File: src/hw/twc_defs.svh
`ifndef TWC_DEFS_SVH
`define TWC_DEFS_SVH

// ----------------------------------------------------------------
// Sizes
// ----------------------------------------------------------------
`define TWC_FIFO_DEPTH 32
`define TWC_DATA_W 8

// ----------------------------------------------------------------
// Protocol constants and reset values
// ----------------------------------------------------------------
`define TWC_GC_ADDR 8'h00
`define TWC_ACK_BIT 4'h8
`define TWC_TRANSMISSION_COMPLETE_FLAG_RST 1'b1
`define TWC_TX_HOLDING_READY_FLAG_RST 1'b1

`endif

File: src/hw/twc_pkg.sv
package twc_pkg;

  // ----------------------------------------------------------------
  // Types
  // ----------------------------------------------------------------
  typedef logic [7:0] twc_byte_t;

  // Bus-level sequencer states
  typedef enum logic [2:0] {
    ST_IDLE = 3'h0,
    ST_WAITFREE = 3'h1,
    ST_START = 3'h2,
    ST_LOW = 3'h3,
    ST_HIGH = 3'h4,
    ST_STOPA = 3'h5,
    ST_STOPB = 3'h6,
    ST_SLAVE = 3'h7
  } twc_state_e;

  // Meaning of the byte currently on the wire
  typedef enum logic [2:0] {
    PH_NONE = 3'h0,
    PH_ADDR = 3'h1,
    PH_INTERNAL_ADDRESS_BYTES = 3'h2,
    PH_WDATA = 3'h3,
    PH_RDATA = 3'h4,
    PH_SADDR = 3'h5,
    PH_SREAD = 3'h6,
    PH_SWRITE = 3'h7
  } twc_phase_e;

endpackage

File: src/hw/twc_fifo.sv
`timescale 1ns/100ps
module twc_fifo #(
  parameter int WIDTH = 8,
  parameter int DEPTH = 32
) (
  input logic clock,
  input logic rst_n,
  input logic [WIDTH-1:0] inData,
  input logic inValid,
  output logic inReady,
  output logic [WIDTH-1:0] outData,
  output logic outValid,
  input logic outReady
);
  // ----------------------------------------------------------------
  // Storage and pointers
  // ----------------------------------------------------------------
  // Depth must be a power of two: pointers wrap naturally
  localparam int AW = $clog2(DEPTH);
  localparam logic [AW:0] FULL_COUNT = (AW+1)'(DEPTH);

  logic [WIDTH-1:0] mem [DEPTH];
  logic [AW-1:0] wp;
  logic [AW-1:0] rp;
  logic [AW:0] count;
  logic push;
  logic pop;
  logic [AW-1:0] next_rp;
  logic [AW:0] next_count;

  // Handshakes and next pointer state
  assign push = inValid && inReady;
  assign pop = outValid && outReady;
  assign next_rp = pop ? AW'(rp + 1'b1) : rp;
  assign next_count = count + {{AW{1'b0}}, push} - {{AW{1'b0}}, pop};

  // Array write, no reset needed on data
  always_ff @(posedge clock) begin
    if (push) begin
      mem[wp] <= inData;
    end
  end

  // Pointers and flags, flags registered so outputs come from flops
  always_ff @(posedge clock) begin
    if (!rst_n) begin
      wp <= '0;
      rp <= '0;
      count <= '0;
      outValid <= 1'b0;
      inReady <= 1'b1;
    end else begin
      if (push) begin
        wp <= AW'(wp + 1'b1);
      end
      rp <= next_rp;
      count <= next_count;
      outValid <= (next_count != '0);
      inReady <= (next_count != FULL_COUNT);
    end
  end

  // Head register; bypass when the new word lands at the head
  always_ff @(posedge clock) begin
    if (!rst_n) begin
      outData <= '0;
    end else if (push && (next_rp == wp)) begin
      outData <= inData;
    end else begin
      outData <= mem[next_rp];
    end
  end

endmodule

File: src/hw/twc_ctrl.sv
`timescale 1ns/100ps
`include "twc_defs.svh"
module twc_ctrl #(
  parameter int FIFO_DEPTH = `TWC_FIFO_DEPTH
) (
  input logic clock,
  input logic rst_n,
  input logic sclIn,
  output logic sclOut,
  output logic sclOe,
  input logic sdaIn,
  output logic sdaOut,
  output logic sdaOe,
  input logic masterEnableBit,
  input logic masterDisableBit,
  input logic slaveEnableBit,
  input logic slaveDisableBit,
  input logic startCmd,
  input logic stopCmd,
  input logic quickCmd,
  input logic [6:0] targetDeviceAddress,
  input logic masterDirectionBit,
  input logic [1:0] internalAddressSize,
  input logic [23:0] internalAddressBytes,
  input logic [6:0] ownSlaveAddress,
  input logic [2:0] clockDividerExponent,
  input logic [7:0] clockHighDiv,
  input logic [7:0] clockLowDiv,
  input twc_pkg::twc_byte_t txData,
  input logic txWrite,
  output twc_pkg::twc_byte_t rxData,
  output logic rxHoldingReadyFlag,
  input logic rxRead,
  input logic statusRead,
  output logic transmissionCompleteFlag,
  output logic txHoldingReadyFlag,
  output logic nackFlag,
  output logic arbitrationLostFlag,
  output logic slaveAccessFlag,
  output logic slaveReadFlag,
  output logic endSlaveAccessFlag,
  output logic generalCallAccessFlag,
  output logic clockWaitStateFlag
);
  import twc_pkg::*;

  // ----------------------------------------------------------------
  // Declarations
  // ----------------------------------------------------------------
  twc_state_e state, next_state;
  twc_phase_e phase;
  logic sclS1, sclS2, sclD, sdaS1, sdaS2, sdaD;
  logic sclRise, sclFall, startDet, stopDet, busBusy;
  logic masterOn, slaveOn, goReq, stopPend, quickPend;
  logic [7:0] preCnt, phaseCnt, preLimit, target;
  logic tick, cntDone, hiSeen;
  twc_byte_t shReg, txHoldingReg, nextByte;
  logic [3:0] bitCnt;
  logic [1:0] iaLeft;
  logic dataLow, pendSetup, pendAck, engBusyD, stopReq, restartPend, restarted;
  logic lastRead, rsSeen, txFull;
  logic isSlave, riseEv, fallEv, startDone, txDir, needTx, pushPhase;
  logic stall, engBusy, arbEv, loadTx, fifoPush, fifoInReady, dirBit;

  function automatic twc_byte_t iaByte(input logic [23:0] bytes, input logic [1:0] idx);
    case (idx)
      2'h3: iaByte = bytes[23:16];
      2'h2: iaByte = bytes[15:8];
      default: iaByte = bytes[7:0];
    endcase
  endfunction

  // ----------------------------------------------------------------
  // Pin synchronisers and bus condition detection
  // ----------------------------------------------------------------
  always_ff @(posedge clock) begin
    if (!rst_n) begin
      {sclS1, sclS2, sclD, sdaS1, sdaS2, sdaD} <= 6'h3F;
    end else begin
      {sclS1, sclS2, sclD} <= {sclIn, sclS1, sclS2};
      {sdaS1, sdaS2, sdaD} <= {sdaIn, sdaS1, sdaS2};
    end
  end

  assign sclRise = sclS2 && !sclD;
  assign sclFall = !sclS2 && sclD;
  assign startDet = sclS2 && sclD && sdaD && !sdaS2;
  assign stopDet = sclS2 && sclD && !sdaD && sdaS2;

  // Internal only: no port carries it out
  always_ff @(posedge clock) begin
    if (!rst_n) begin
      busBusy <= 1'b0;
    end else if (stopDet) begin
      busBusy <= 1'b0;
    end else if (startDet) begin
      busBusy <= 1'b1;
    end
  end

  // ----------------------------------------------------------------
  // Role and command latches
  // ----------------------------------------------------------------
  // Disable beats enable in the same cycle; roles change only by software
  always_ff @(posedge clock) begin
    if (!rst_n) begin
      masterOn <= 1'b0;
      slaveOn <= 1'b0;
    end else begin
      if (masterDisableBit) masterOn <= 1'b0;
      else if (masterEnableBit) masterOn <= 1'b1;
      if (slaveDisableBit) slaveOn <= 1'b0;
      else if (slaveEnableBit) slaveOn <= 1'b1;
    end
  end

  always_ff @(posedge clock) begin
    if (!rst_n) begin
      goReq <= 1'b0;
      stopPend <= 1'b0;
      quickPend <= 1'b0;
    end else if (arbEv || !masterOn) begin
      goReq <= 1'b0;
      stopPend <= 1'b0;
      quickPend <= 1'b0;
    end else begin
      if (state == ST_START) goReq <= 1'b0;
      else if (state == ST_IDLE && (startCmd || quickCmd || txWrite)) goReq <= 1'b1;
      if (state == ST_STOPB) stopPend <= 1'b0;
      else if (stopCmd) stopPend <= 1'b1;
      if (state == ST_STOPB) quickPend <= 1'b0;
      else if (quickCmd && state == ST_IDLE) quickPend <= 1'b1;
    end
  end

  // ----------------------------------------------------------------
  // Clock waveform divider, master only
  // ----------------------------------------------------------------
  assign preLimit = (8'h01 << clockDividerExponent) - 8'h01;
  assign target = (state == ST_LOW) ? clockLowDiv : clockHighDiv;
  assign cntDone = tick && (phaseCnt >= target);

  always_ff @(posedge clock) begin
    if (!rst_n || isSlave) begin
      preCnt <= 8'h00;
      tick <= 1'b0;
    end else if (preCnt >= preLimit) begin
      preCnt <= 8'h00;
      tick <= 1'b1;
    end else begin
      preCnt <= preCnt + 8'h01;
      tick <= 1'b0;
    end
  end

  // Low phase counts only after the engine settles, so data leads the clock
  always_ff @(posedge clock) begin
    if (!rst_n || state != next_state || (state == ST_LOW && engBusy)) begin
      phaseCnt <= 8'h00;
    end else if ((state == ST_HIGH || state == ST_STOPB) && !hiSeen) begin
      phaseCnt <= 8'h00;
    end else if (tick && phaseCnt != 8'hFF) begin
      phaseCnt <= phaseCnt + 8'h01;
    end
  end

  // ----------------------------------------------------------------
  // Bus sequencer
  // ----------------------------------------------------------------
  assign isSlave = (state == ST_SLAVE);
  assign startDone = (state == ST_START) && cntDone;
  assign riseEv = isSlave ? sclRise : (state == ST_HIGH && !hiSeen && sclS2 && !restartPend);
  assign fallEv = isSlave ? sclFall : (state == ST_HIGH && hiSeen && cntDone && !restartPend);
  assign engBusy = pendSetup || pendAck || engBusyD;

  always_comb begin
    next_state = state;
    case (state)
      ST_IDLE: begin
        if (slaveOn && !masterOn) next_state = ST_SLAVE;
        else if (masterOn && goReq) next_state = ST_WAITFREE;
      end
      ST_WAITFREE: begin
        if (!masterOn) next_state = ST_IDLE;
        else if (!busBusy) next_state = ST_START;
      end
      ST_START: if (cntDone) next_state = ST_LOW;
      ST_LOW: begin
        if (cntDone && !engBusy) next_state = stopReq ? ST_STOPA : ST_HIGH;
      end
      ST_HIGH: if (hiSeen && cntDone) next_state = restartPend ? ST_START : ST_LOW;
      ST_STOPA: if (cntDone) next_state = ST_STOPB;
      ST_STOPB: if (hiSeen && cntDone) next_state = ST_IDLE;
      ST_SLAVE: if (!slaveOn || masterOn) next_state = ST_IDLE;
      default: next_state = ST_IDLE;
    endcase
    if (arbEv) next_state = ST_IDLE;
  end

  // Pin drivers follow the next state so they change on the same edge
  always_ff @(posedge clock) begin
    if (!rst_n) begin
      state <= ST_IDLE;
      hiSeen <= 1'b0;
      sclOe <= 1'b0;
      sdaOe <= 1'b0;
      sclOut <= 1'b0;
      sdaOut <= 1'b0;
    end else begin
      state <= next_state;
      hiSeen <= (state == next_state) && (hiSeen || sclS2);
      case (next_state)
        ST_LOW, ST_STOPA: sclOe <= 1'b1;
        ST_SLAVE: sclOe <= stall || engBusyD;
        default: sclOe <= 1'b0;
      endcase
      case (next_state)
        ST_START, ST_STOPA, ST_STOPB: sdaOe <= 1'b1;
        ST_LOW, ST_HIGH, ST_SLAVE: sdaOe <= dataLow;
        default: sdaOe <= 1'b0;
      endcase
    end
  end

  // ----------------------------------------------------------------
  // Byte engine helpers
  // ----------------------------------------------------------------
  assign txDir = (phase == PH_ADDR) || (phase == PH_INTERNAL_ADDRESS_BYTES) || needTx;
  assign needTx = (phase == PH_WDATA) || (phase == PH_SREAD);
  assign pushPhase = (phase == PH_RDATA) || (phase == PH_SWRITE);
  assign dirBit = quickPend ? masterDirectionBit :
                  (restarted || (internalAddressSize == 2'h0 && masterDirectionBit));
  assign stall = (pendSetup && needTx && !txFull && !(phase == PH_WDATA && stopPend)) ||
                 (pendAck && pushPhase && !fifoInReady);
  assign loadTx = pendSetup && needTx && txFull;
  assign fifoPush = pendAck && pushPhase && fifoInReady;
  assign arbEv = riseEv && !isSlave && txDir && (bitCnt != `TWC_ACK_BIT) && !dataLow && !sdaS2;

  always_comb begin
    case (phase)
      PH_ADDR: nextByte = {targetDeviceAddress, dirBit};
      PH_INTERNAL_ADDRESS_BYTES: nextByte = iaByte(internalAddressBytes, iaLeft);
      PH_WDATA, PH_SREAD: nextByte = txHoldingReg;
      default: nextByte = 8'h00;
    endcase
  end

  // ----------------------------------------------------------------
  // Transmit holding register
  // ----------------------------------------------------------------
  // A fresh write must clear ready even if an ack lands that cycle
  always_ff @(posedge clock) begin
    if (!rst_n) begin
      txHoldingReg <= 8'h00;
      txFull <= 1'b0;
      txHoldingReadyFlag <= `TWC_TX_HOLDING_READY_FLAG_RST;
    end else if (txWrite) begin
      txHoldingReg <= txData;
      txFull <= 1'b1;
      txHoldingReadyFlag <= 1'b0;
    end else begin
      if (loadTx) txFull <= 1'b0;
      if (riseEv && bitCnt == `TWC_ACK_BIT && needTx && !txFull) begin
        txHoldingReadyFlag <= 1'b1;
      end
    end
  end

  // ----------------------------------------------------------------
  // Byte engine and status flags
  // ----------------------------------------------------------------
  always_ff @(posedge clock) begin
    if (!rst_n) begin
      phase <= PH_NONE;
      bitCnt <= 4'h0;
      shReg <= 8'h00;
      iaLeft <= 2'h0;
      {dataLow, pendSetup, pendAck, engBusyD, stopReq, restartPend} <= 6'h00;
      {restarted, lastRead, rsSeen} <= 3'h0;
      transmissionCompleteFlag <= `TWC_TRANSMISSION_COMPLETE_FLAG_RST;
      {nackFlag, arbitrationLostFlag, slaveAccessFlag, slaveReadFlag} <= 4'h0;
      {endSlaveAccessFlag, generalCallAccessFlag, clockWaitStateFlag} <= 3'h0;
    end else begin
      engBusyD <= pendSetup || pendAck;
      clockWaitStateFlag <= isSlave && stall;
      if (statusRead) begin
        {nackFlag, arbitrationLostFlag, endSlaveAccessFlag, generalCallAccessFlag} <= 4'h0;
      end
      if (state == ST_START) dataLow <= 1'b1;
      if (state == ST_STOPB && next_state == ST_IDLE) begin
        transmissionCompleteFlag <= 1'b1;
        stopReq <= 1'b0;
        phase <= PH_NONE;
      end
      if (isSlave && startDet) begin
        if (slaveAccessFlag) endSlaveAccessFlag <= 1'b1;
        rsSeen <= slaveAccessFlag;
        slaveAccessFlag <= 1'b0;
        phase <= PH_SADDR;
        bitCnt <= 4'h0;
        {dataLow, pendSetup, pendAck} <= 3'h0;
      end else if (isSlave && stopDet) begin
        if (slaveAccessFlag) begin
          endSlaveAccessFlag <= 1'b1;
          transmissionCompleteFlag <= 1'b1;
        end
        {slaveAccessFlag, rsSeen} <= 2'h0;
        phase <= PH_NONE;
        {dataLow, pendSetup, pendAck} <= 3'h0;
      end else if (arbEv) begin
        arbitrationLostFlag <= 1'b1;
        transmissionCompleteFlag <= 1'b1;
        phase <= PH_NONE;
        {dataLow, pendSetup, pendAck, stopReq, restartPend} <= 5'h00;
      end else if (startDone) begin
        phase <= PH_ADDR;
        bitCnt <= 4'h0;
        pendSetup <= 1'b1;
        restarted <= restartPend;
        restartPend <= 1'b0;
        transmissionCompleteFlag <= 1'b0;
      end else if (phase != PH_NONE) begin
        // Sample on the rising edge; the ninth bit is the acknowledge
        if (riseEv && bitCnt != `TWC_ACK_BIT) begin
          shReg <= {shReg[6:0], sdaS2};
          bitCnt <= bitCnt + 4'h1;
        end else if (riseEv) begin
          bitCnt <= 4'h0;
          case (phase)
            PH_ADDR: begin
              if (sdaS2) {nackFlag, stopReq} <= 2'h3;
              else if (quickPend) stopReq <= 1'b1;
              else if (internalAddressSize != 2'h0 && !restarted) begin
                phase <= PH_INTERNAL_ADDRESS_BYTES;
                iaLeft <= internalAddressSize;
              end else phase <= masterDirectionBit ? PH_RDATA : PH_WDATA;
            end
            PH_INTERNAL_ADDRESS_BYTES: begin
              iaLeft <= iaLeft - 2'h1;
              if (sdaS2) {nackFlag, stopReq} <= 2'h3;
              else if (iaLeft == 2'h1 && masterDirectionBit) restartPend <= 1'b1;
              else if (iaLeft == 2'h1) phase <= PH_WDATA;
            end
            PH_WDATA: if (sdaS2) {nackFlag, stopReq} <= 2'h3;
            PH_RDATA: if (lastRead) stopReq <= 1'b1;
            PH_SREAD: begin
              if (sdaS2) begin
                nackFlag <= 1'b1;
                phase <= PH_NONE;
              end
            end
            default: bitCnt <= 4'h0;
          endcase
        end
        // Drive on the falling edge: byte setup, data bits, acknowledge
        if (fallEv && bitCnt == 4'h0) begin
          if (stopReq || restartPend) dataLow <= 1'b0;
          else pendSetup <= 1'b1;
        end else if (fallEv && bitCnt == `TWC_ACK_BIT) begin
          if (txDir) dataLow <= 1'b0;
          else pendAck <= 1'b1;
        end else if (fallEv) begin
          dataLow <= txDir && !shReg[7];
        end
        if (pendSetup && phase == PH_WDATA && !txFull && stopPend) begin
          pendSetup <= 1'b0;
          stopReq <= 1'b1;
          dataLow <= 1'b0;
        end else if (pendSetup && !stall) begin
          pendSetup <= 1'b0;
          shReg <= nextByte;
          dataLow <= txDir && !nextByte[7];
        end
        if (pendAck) begin
          case (phase)
            PH_SADDR: begin
              pendAck <= 1'b0;
              if (shReg[7:1] == ownSlaveAddress && !arbitrationLostFlag) begin
                {slaveAccessFlag, slaveReadFlag} <= {1'b1, shReg[0]};
                transmissionCompleteFlag <= 1'b0;
                phase <= shReg[0] ? PH_SREAD : PH_SWRITE;
                dataLow <= 1'b1;
              end else if (shReg == `TWC_GC_ADDR) begin
                generalCallAccessFlag <= 1'b1;
                phase <= PH_SWRITE;
                dataLow <= 1'b1;
              end else begin
                phase <= PH_NONE;
                dataLow <= 1'b0;
                if (rsSeen) transmissionCompleteFlag <= 1'b1;
              end
            end
            PH_RDATA, PH_SWRITE: begin
              if (fifoInReady) begin
                pendAck <= 1'b0;
                dataLow <= (phase == PH_SWRITE) || !stopPend;
                lastRead <= (phase == PH_RDATA) && stopPend;
              end
            end
            default: pendAck <= 1'b0;
          endcase
        end
      end
    end
  end

  // ----------------------------------------------------------------
  // Receive path buffer; a full buffer stretches the clock
  // ----------------------------------------------------------------
  twc_fifo #(
    .WIDTH(`TWC_DATA_W),
    .DEPTH(FIFO_DEPTH)
  ) rxFifo (
    .clock(clock),
    .rst_n(rst_n),
    .inData(shReg),
    .inValid(fifoPush),
    .inReady(fifoInReady),
    .outData(rxData),
    .outValid(rxHoldingReadyFlag),
    .outReady(rxRead)
  );

endmodule

File: config.mk
export PLATFORM = sky130hd
export DESIGN_NAME = twc_ctrl
export DESIGN_NICKNAME = d
export VERILOG_FILES = /design/src/hw/twc_pkg.sv /design/src/hw/twc_fifo.sv /design/src/hw/twc_ctrl.sv
export VERILOG_INCLUDE_DIRS = /design/src /design/src/hw
export SDC_FILE = /design/constraint.sdc
export NUM_CORES = 1
export LEC_CHECK = 0
export CAP_MARGIN = 20
export CORE_UTILIZATION = 30
export CTS_BUF_LIST = sky130_fd_sc_hd__clkbuf_16
export CTS_CLUSTER_DIAMETER = 100
export DETAILED_ROUTE_END_ITERATION = 16
export DONT_BUFFER_PORTS = 1
export SYNTH_ARGS = -nofsm -noshare
export SYNTH_HDL_FRONTEND = slang
export SYNTH_SLANG_ARGS = --single-unit
File: constraint.sdc
create_clock -name clock -period 8.35 [get_ports clock]
set_input_delay 1.2525 -clock clock [delete_from_list [all_inputs] [get_ports clock]]
set_output_delay 1.2525 -clock clock [all_outputs]
set_load 0.005 [all_outputs]
# Word-level counts from Yosys, hierarchy flattened
# Memories as Yosys holds them, arrays and structs flattened. A register that Yosys moved wholly into a read port is not among the register bits.
# Cells that the tools add are included.
# Widths: inputs -> output; s select.
# classes
reduce_logical	150
addsub	9
muxes	154
eq_ne	36
bitwise	6
shifts	1
order_cmp	2
# op_table
cell	n
$mux 1	102
$mux 3	31
$logic_and 1x1->1	61
$eq 3x3->1 const B	12
$mux 8	4
$pmux 3 s8	1
$pmux 8 s3	1
$reduce_and 8->1	3
$logic_not 1->1	22
$logic_or 1x1->1	20
$reduce_or 2->1	10
$eq 3x2->1 const B	6
$reduce_bool 3->1	6
$add 8x1->8 const B	2
$ge 8x8->1	2
$mux 4	4
$pmux 8 s2	1
$reduce_or 3->1	5
$reduce_bool 2->1	6
$reduce_and 11->1	1
$add 5x1->5 const B	2
$pmux 3 s3	1
$logic_not 8->1	1
$ne 8x8->1 const B	1
other kinds (38)	53
# word_totals
memories	1
output_inout_bits	22
wordCells	408
inputBits	82
mem_bits_rw	256
reg_bits	97
# memory_table
memory	depth	word_bits	rd	rd_ports_with_merged_regs	wr	line	source
rxFifo.mem	32	8	1	1	1	twc_fifo.sv:22	logic [WIDTH-1:0] mem [DEPTH];

# Depth between registers and ports, before layout
# depth
word_depth	27
depth_mapped	14
mapped_depth_nobuf	13

# Cells and area by module
# Synthesis repeated with hierarchy kept, for this count alone.
# hier_totals
cells_unflattened	1707
hier_area_um2	18465.2
# modules_own_cells
mod	seq_area_each_um2	n_inst	cells_per_inst	area_per_inst_um2
twc_fifo	8207.9	1	1065	13332.8
twc_ctrl	1581.5	1	642	5132.4

# Least setup slack after synthesis
# OpenSTA, ideal clock, no wires.
# synth_timing
path_kind	input-to-reg
startpoint	in clockHighDiv[0]
endpoint	reg sclOe
required_time_ps	8235
cell_stages	10
n_path_buf	1
path_slack_ps	4601
t_arrival_ps	3633
path_cell_list	mux2_2 ha_1 nand2b_1 a2111o_1 a21o_1 buf_6 a22oi_4 o31ai_4 or4b_1 and3_1
# synth_via
elab_chain_len	10
# synth_lines
element	line	source
start: declaration	twc_ctrl.sv:27	input logic [7:0] clockHighDiv,
$mux 8 *	twc_ctrl.sv:140	assign target = (state == ST_LOW) ? clockLowDiv : clockHighDiv;
$ge 8x8->1 *	twc_ctrl.sv:141	assign cntDone = tick && (phaseCnt >= target);
$logic_and 1x1->1 *	twc_ctrl.sv:141	
$logic_and 1x1->1 (on tied branches)	twc_ctrl.sv:191, twc_ctrl.sv:193, twc_ctrl.sv:189	
$mux 3 (on tied branches)	twc_ctrl.sv:193, twc_ctrl.sv:189, twc_ctrl.sv:191	
$pmux 3 s8 *	twc_ctrl.sv:178	case (state)
$mux 3 *	twc_ctrl.sv:197	if (arbEv) next_state = ST_IDLE;
$eq 3x2->1 / $eq 3x3->1 (equally long branches)	twc_ctrl.sv:212	case (next_state)
$reduce_or 2->1	twc_ctrl.sv:212	
$pmux 1 s2 *	twc_ctrl.sv:212	
end signal: assignment	twc_ctrl.sv:214	ST_SLAVE: sclOe <= stall || engBusyD;
end: declaration	twc_ctrl.sv:10	output logic sclOe,
# Every way passes the cells marked *; elsewhere a longest branch is shown, timed or not.
# A chain may end at the register's enable or synchronous reset.

# Worst setup path after layout
# layout_timing
startpoint	reg state[2]
endpoint	reg phaseCnt[0]
# layout_via
elab_chain_len	15
# layout_lines
element	line	source
start: declaration	twc_ctrl.sv:50	twc_state_e state, next_state;
start signal: assignment	twc_ctrl.sv:210	state <= next_state;
parallel branches: the longest is 14 deep, another holds $ge 8x8->1	-	
$reduce_or 2->1 (no source line) *	-	
end signal: assignment	twc_ctrl.sv:163	phaseCnt <= phaseCnt + 8'h01;
end: declaration	twc_ctrl.sv:55	logic [7:0] preCnt, phaseCnt, preLimit, target;
# Mark *: on every way between the ends.

==> impl_metrics.ini <==
[sta]
final_max_slew_viol_count = 0
rsz0062_at_grt = false
skew_ps = 29.82
fin_ws_ps = 4065
min_period_ps = 4285
max_freq_mhz = 233.4
setup_tns_ps = 0
finalHoldViolCount = 0
setup_viol = 0
worst_pin_slew_ps = 1026
relSlewSlack = 0.2962
fin_crit_sh = 0.5131
hold_ws_ps = 406.1

[power]
p_leak_nw = 6.758
internal-power_w = 0.003244
comb_power_share = 0.183
peakVddDrop_mv = 0.1536
netSwitchingPower_w = 0.001360
power_frac_seq = 0.440
pwr-share-clk = 0.377
swShare = 0.2954
p_per_area_nw_per_um2 = 247.9

[placement]
io_buffers = 0
gp_congestion = 0.8622
dp_slack_ps = 4113
hpwl_microns = 29400

[logic_synthesis]
synth_top_cell_by_area = edfxtp_1
synth_edf_count = 256
dominantRegCellSynth = edfxtp_1
synthTopCellsByArea = edfxtp_1, dfxtp_1, nand2_1, nand3_1, ha_1
ys_async_sr_fraction = 0
avgSynthCellArea_sq_um = 11.23
syn-cell-area_sq_um = 16570
synth.yosys.seq_area_share = 0.5908
synth_cells = 1475
synth.distinct_cells = 82
ys_seq_elements = 361
yosysTopAreaCellShare = 0.4639
yosysWarnings = 0

[critical_path]
worst_r2r_path_depth = 11
cp.required_ps = 8820
crit_fanout = 20
start_kind = register
worst_setup_path_end_kind = register
path_class = register to register
critPathArrivalTime_ps = 4750

[grt]
grt_pass1_vias = 11473
overflow = 0
grt_usage = 0.1581
grt_max_degree = 74
antenna_found_initial = 0
grt_pass1_wl_microns = 69120

[hold_path]
hold_depth = 1
hold_class = register to register

[clocking]
clk_pin_slew_worst_paths_ps = 60
hold_buffers = 0
numCtsBuffers = 40
clk_latency_ps = 570
clock_sinks = 361
cts_max_path_buffers = 3
cts_tree = built
root_buffer = clkbuf_16
post_cts_buffers = 0
htreeDepth = 2
ctsResizeCount = 0

[drt]
drt-total-wl_microns = 44320
final_antenna_net_count = 0
first_pass_iters = 7
drc = 0
drt_iter0_drc = 1036
via_count = 11654
avgRoutedWirePerCell_microns = 20.20
via_per_inst = 5.312

[finish]
syn_to_final_growth_pct = 12.09
layout.cells.most_common_list = edfxtp_1, nand2_1, nor2_1, dfxtp_1, nand3_1
fillers = 5364
drive_above_1_share = 0.08411
nets = 1584
diodes = 0
layout_commonest_cell = edfxtp_1

[floorplan]
initial_core_util = 0.3055
dieHeight_microns = 237.0
std_cell_rows = 85
die_area_sq_um = 56180
fp.dieW_microns = 237.0
core_sq_um = 54240
io_pins = 104

[flow_run]
cap_violations = 0

[status]
outcome = finished clean
[synth_stat cells, types with 4 or more instances]
cell,n
a32o_1,8
or2_2,5
nor2_1,107
o211a_1,4
nor2b_1,8
and3_1,12
nand2_1,232
inv_1,41
nor3_1,23
and2_1,12
o31a_1,7
mux2i_1,43
or3_1,13
o21ai_0,35
nand4_1,47
dfxtp_1,105
buf_4,4
o21bai_1,4
nand2b_1,15
buf_1,9
a211oi_1,12
a22o_1,9
nand3_1,93
a22oi_1,10
nor4_1,14
buf_2,18
ha_1,35
clkbuf_1,41
mux4_2,16
xor2_1,18
a32oi_1,21
a21o_1,8
a21oi_1,71
or4_1,7
o21a_1,5
xnor2_1,23
nand3b_1,6
a31oi_1,10
a211o_1,4
edfxtp_1,256
[through the flow]
stage               total power (W)  instances  utilization  area [sq um]
floorplan                  0.002699       1476            -         16570
global placement           0.002893       2118       0.3186         17280
detailed placement         0.002910       2120       0.3188         17290
CTS                        0.004646       2194       0.3424         18570
global route               0.004811       2194       0.3424         18570
finish                     0.004605       2194       0.3424         18570
[worst max-delay path: stages, from the launching register on]
cell and delay, ps:
dfxtp_1 720, and2b_1 310, nand2_2 290, mux2_2 380, ha_1 270, nand2b_1 140
a2111o_1 500, a21o_1 380, and3_1 300, o31ai_4 350, o22ai_2 220, nor4_1 320
[layout make-up]
type | count | area, sq um | share of cell area
flip-flops and latches | 361 | 9789 | 0.5270
clock inverters | 33 | 256.5 | 0.01381
clock buffers | 41 | 1026 | 0.05524
repair buffers | 21 | 155.1 | 0.008353
multi-input cells | 1001 | 6322 | 0.3404
inverters | 41 | 153.9 | 0.008286
well taps | 696 | 870.8 | 0.04688
[power by group through the flow]
stage | Sequential, W | Clock [W] | Combinational [W]
floorplan | 0.00201 | 0 | 0.000689
global placement | 0.00206 | 0 | 0.000829
detailed placement | 0.00206 | 0 | 0.000846
CTS | 0.00203 | 0.00177 | 0.000848
global route | 0.00203 | 0.00184 | 0.000935
finish | 0.00203 | 0.00174 | 0.000842
[worst paths after layout]
kind | from | end | slack (ps)
min reg2reg | sdaS1 | sdaS2 | 410
max reg2reg | state[2] | phaseCnt[0] | 4070
max | state[2] | phaseCnt[0] | 4070
min | sdaS1 | sdaS2 | 410
[per-layer routing]
layer  up-vias  track usage  routed length (microns)
met3        49      0.03369                     3112
met5         -            0                        0
met2       426       0.2621                    21100
li1       5463            -                        -
met4         0      0.03994                      751
met1      5716       0.2091                    19350
[kinds of logic (layout without fill, tap and decap cells)]
logic type,Yosys count,count (layout),share of synthesized area
DFF,361,361,0.5908
buffers and inverters,114,136,0.02854
AOI/OAI and AO/OA,247,247,0.1063
muxes,62,62,0.04976
xor gates and xnor gates,41,41,0.02167
and+or+nand+nor,612,612,0.1749
other,2,3,0.0004532
adders and majority gates,36,36,0.02764
[flip-flops by register name, summed over array words and instances (netlist names), 2 cells and up]
signal          cells
rxFifo.rp           5
rxFifo.count        6
preCnt              8
shReg               8
phaseCnt            8
rxFifo.wp           5
bitCnt              4
state               3
rxFifo.mem        256
iaLeft              2
txHoldingReg        8
rxFifo.outData      8
phase               3
No activity file was read; power rests on OpenSTA's default activity.
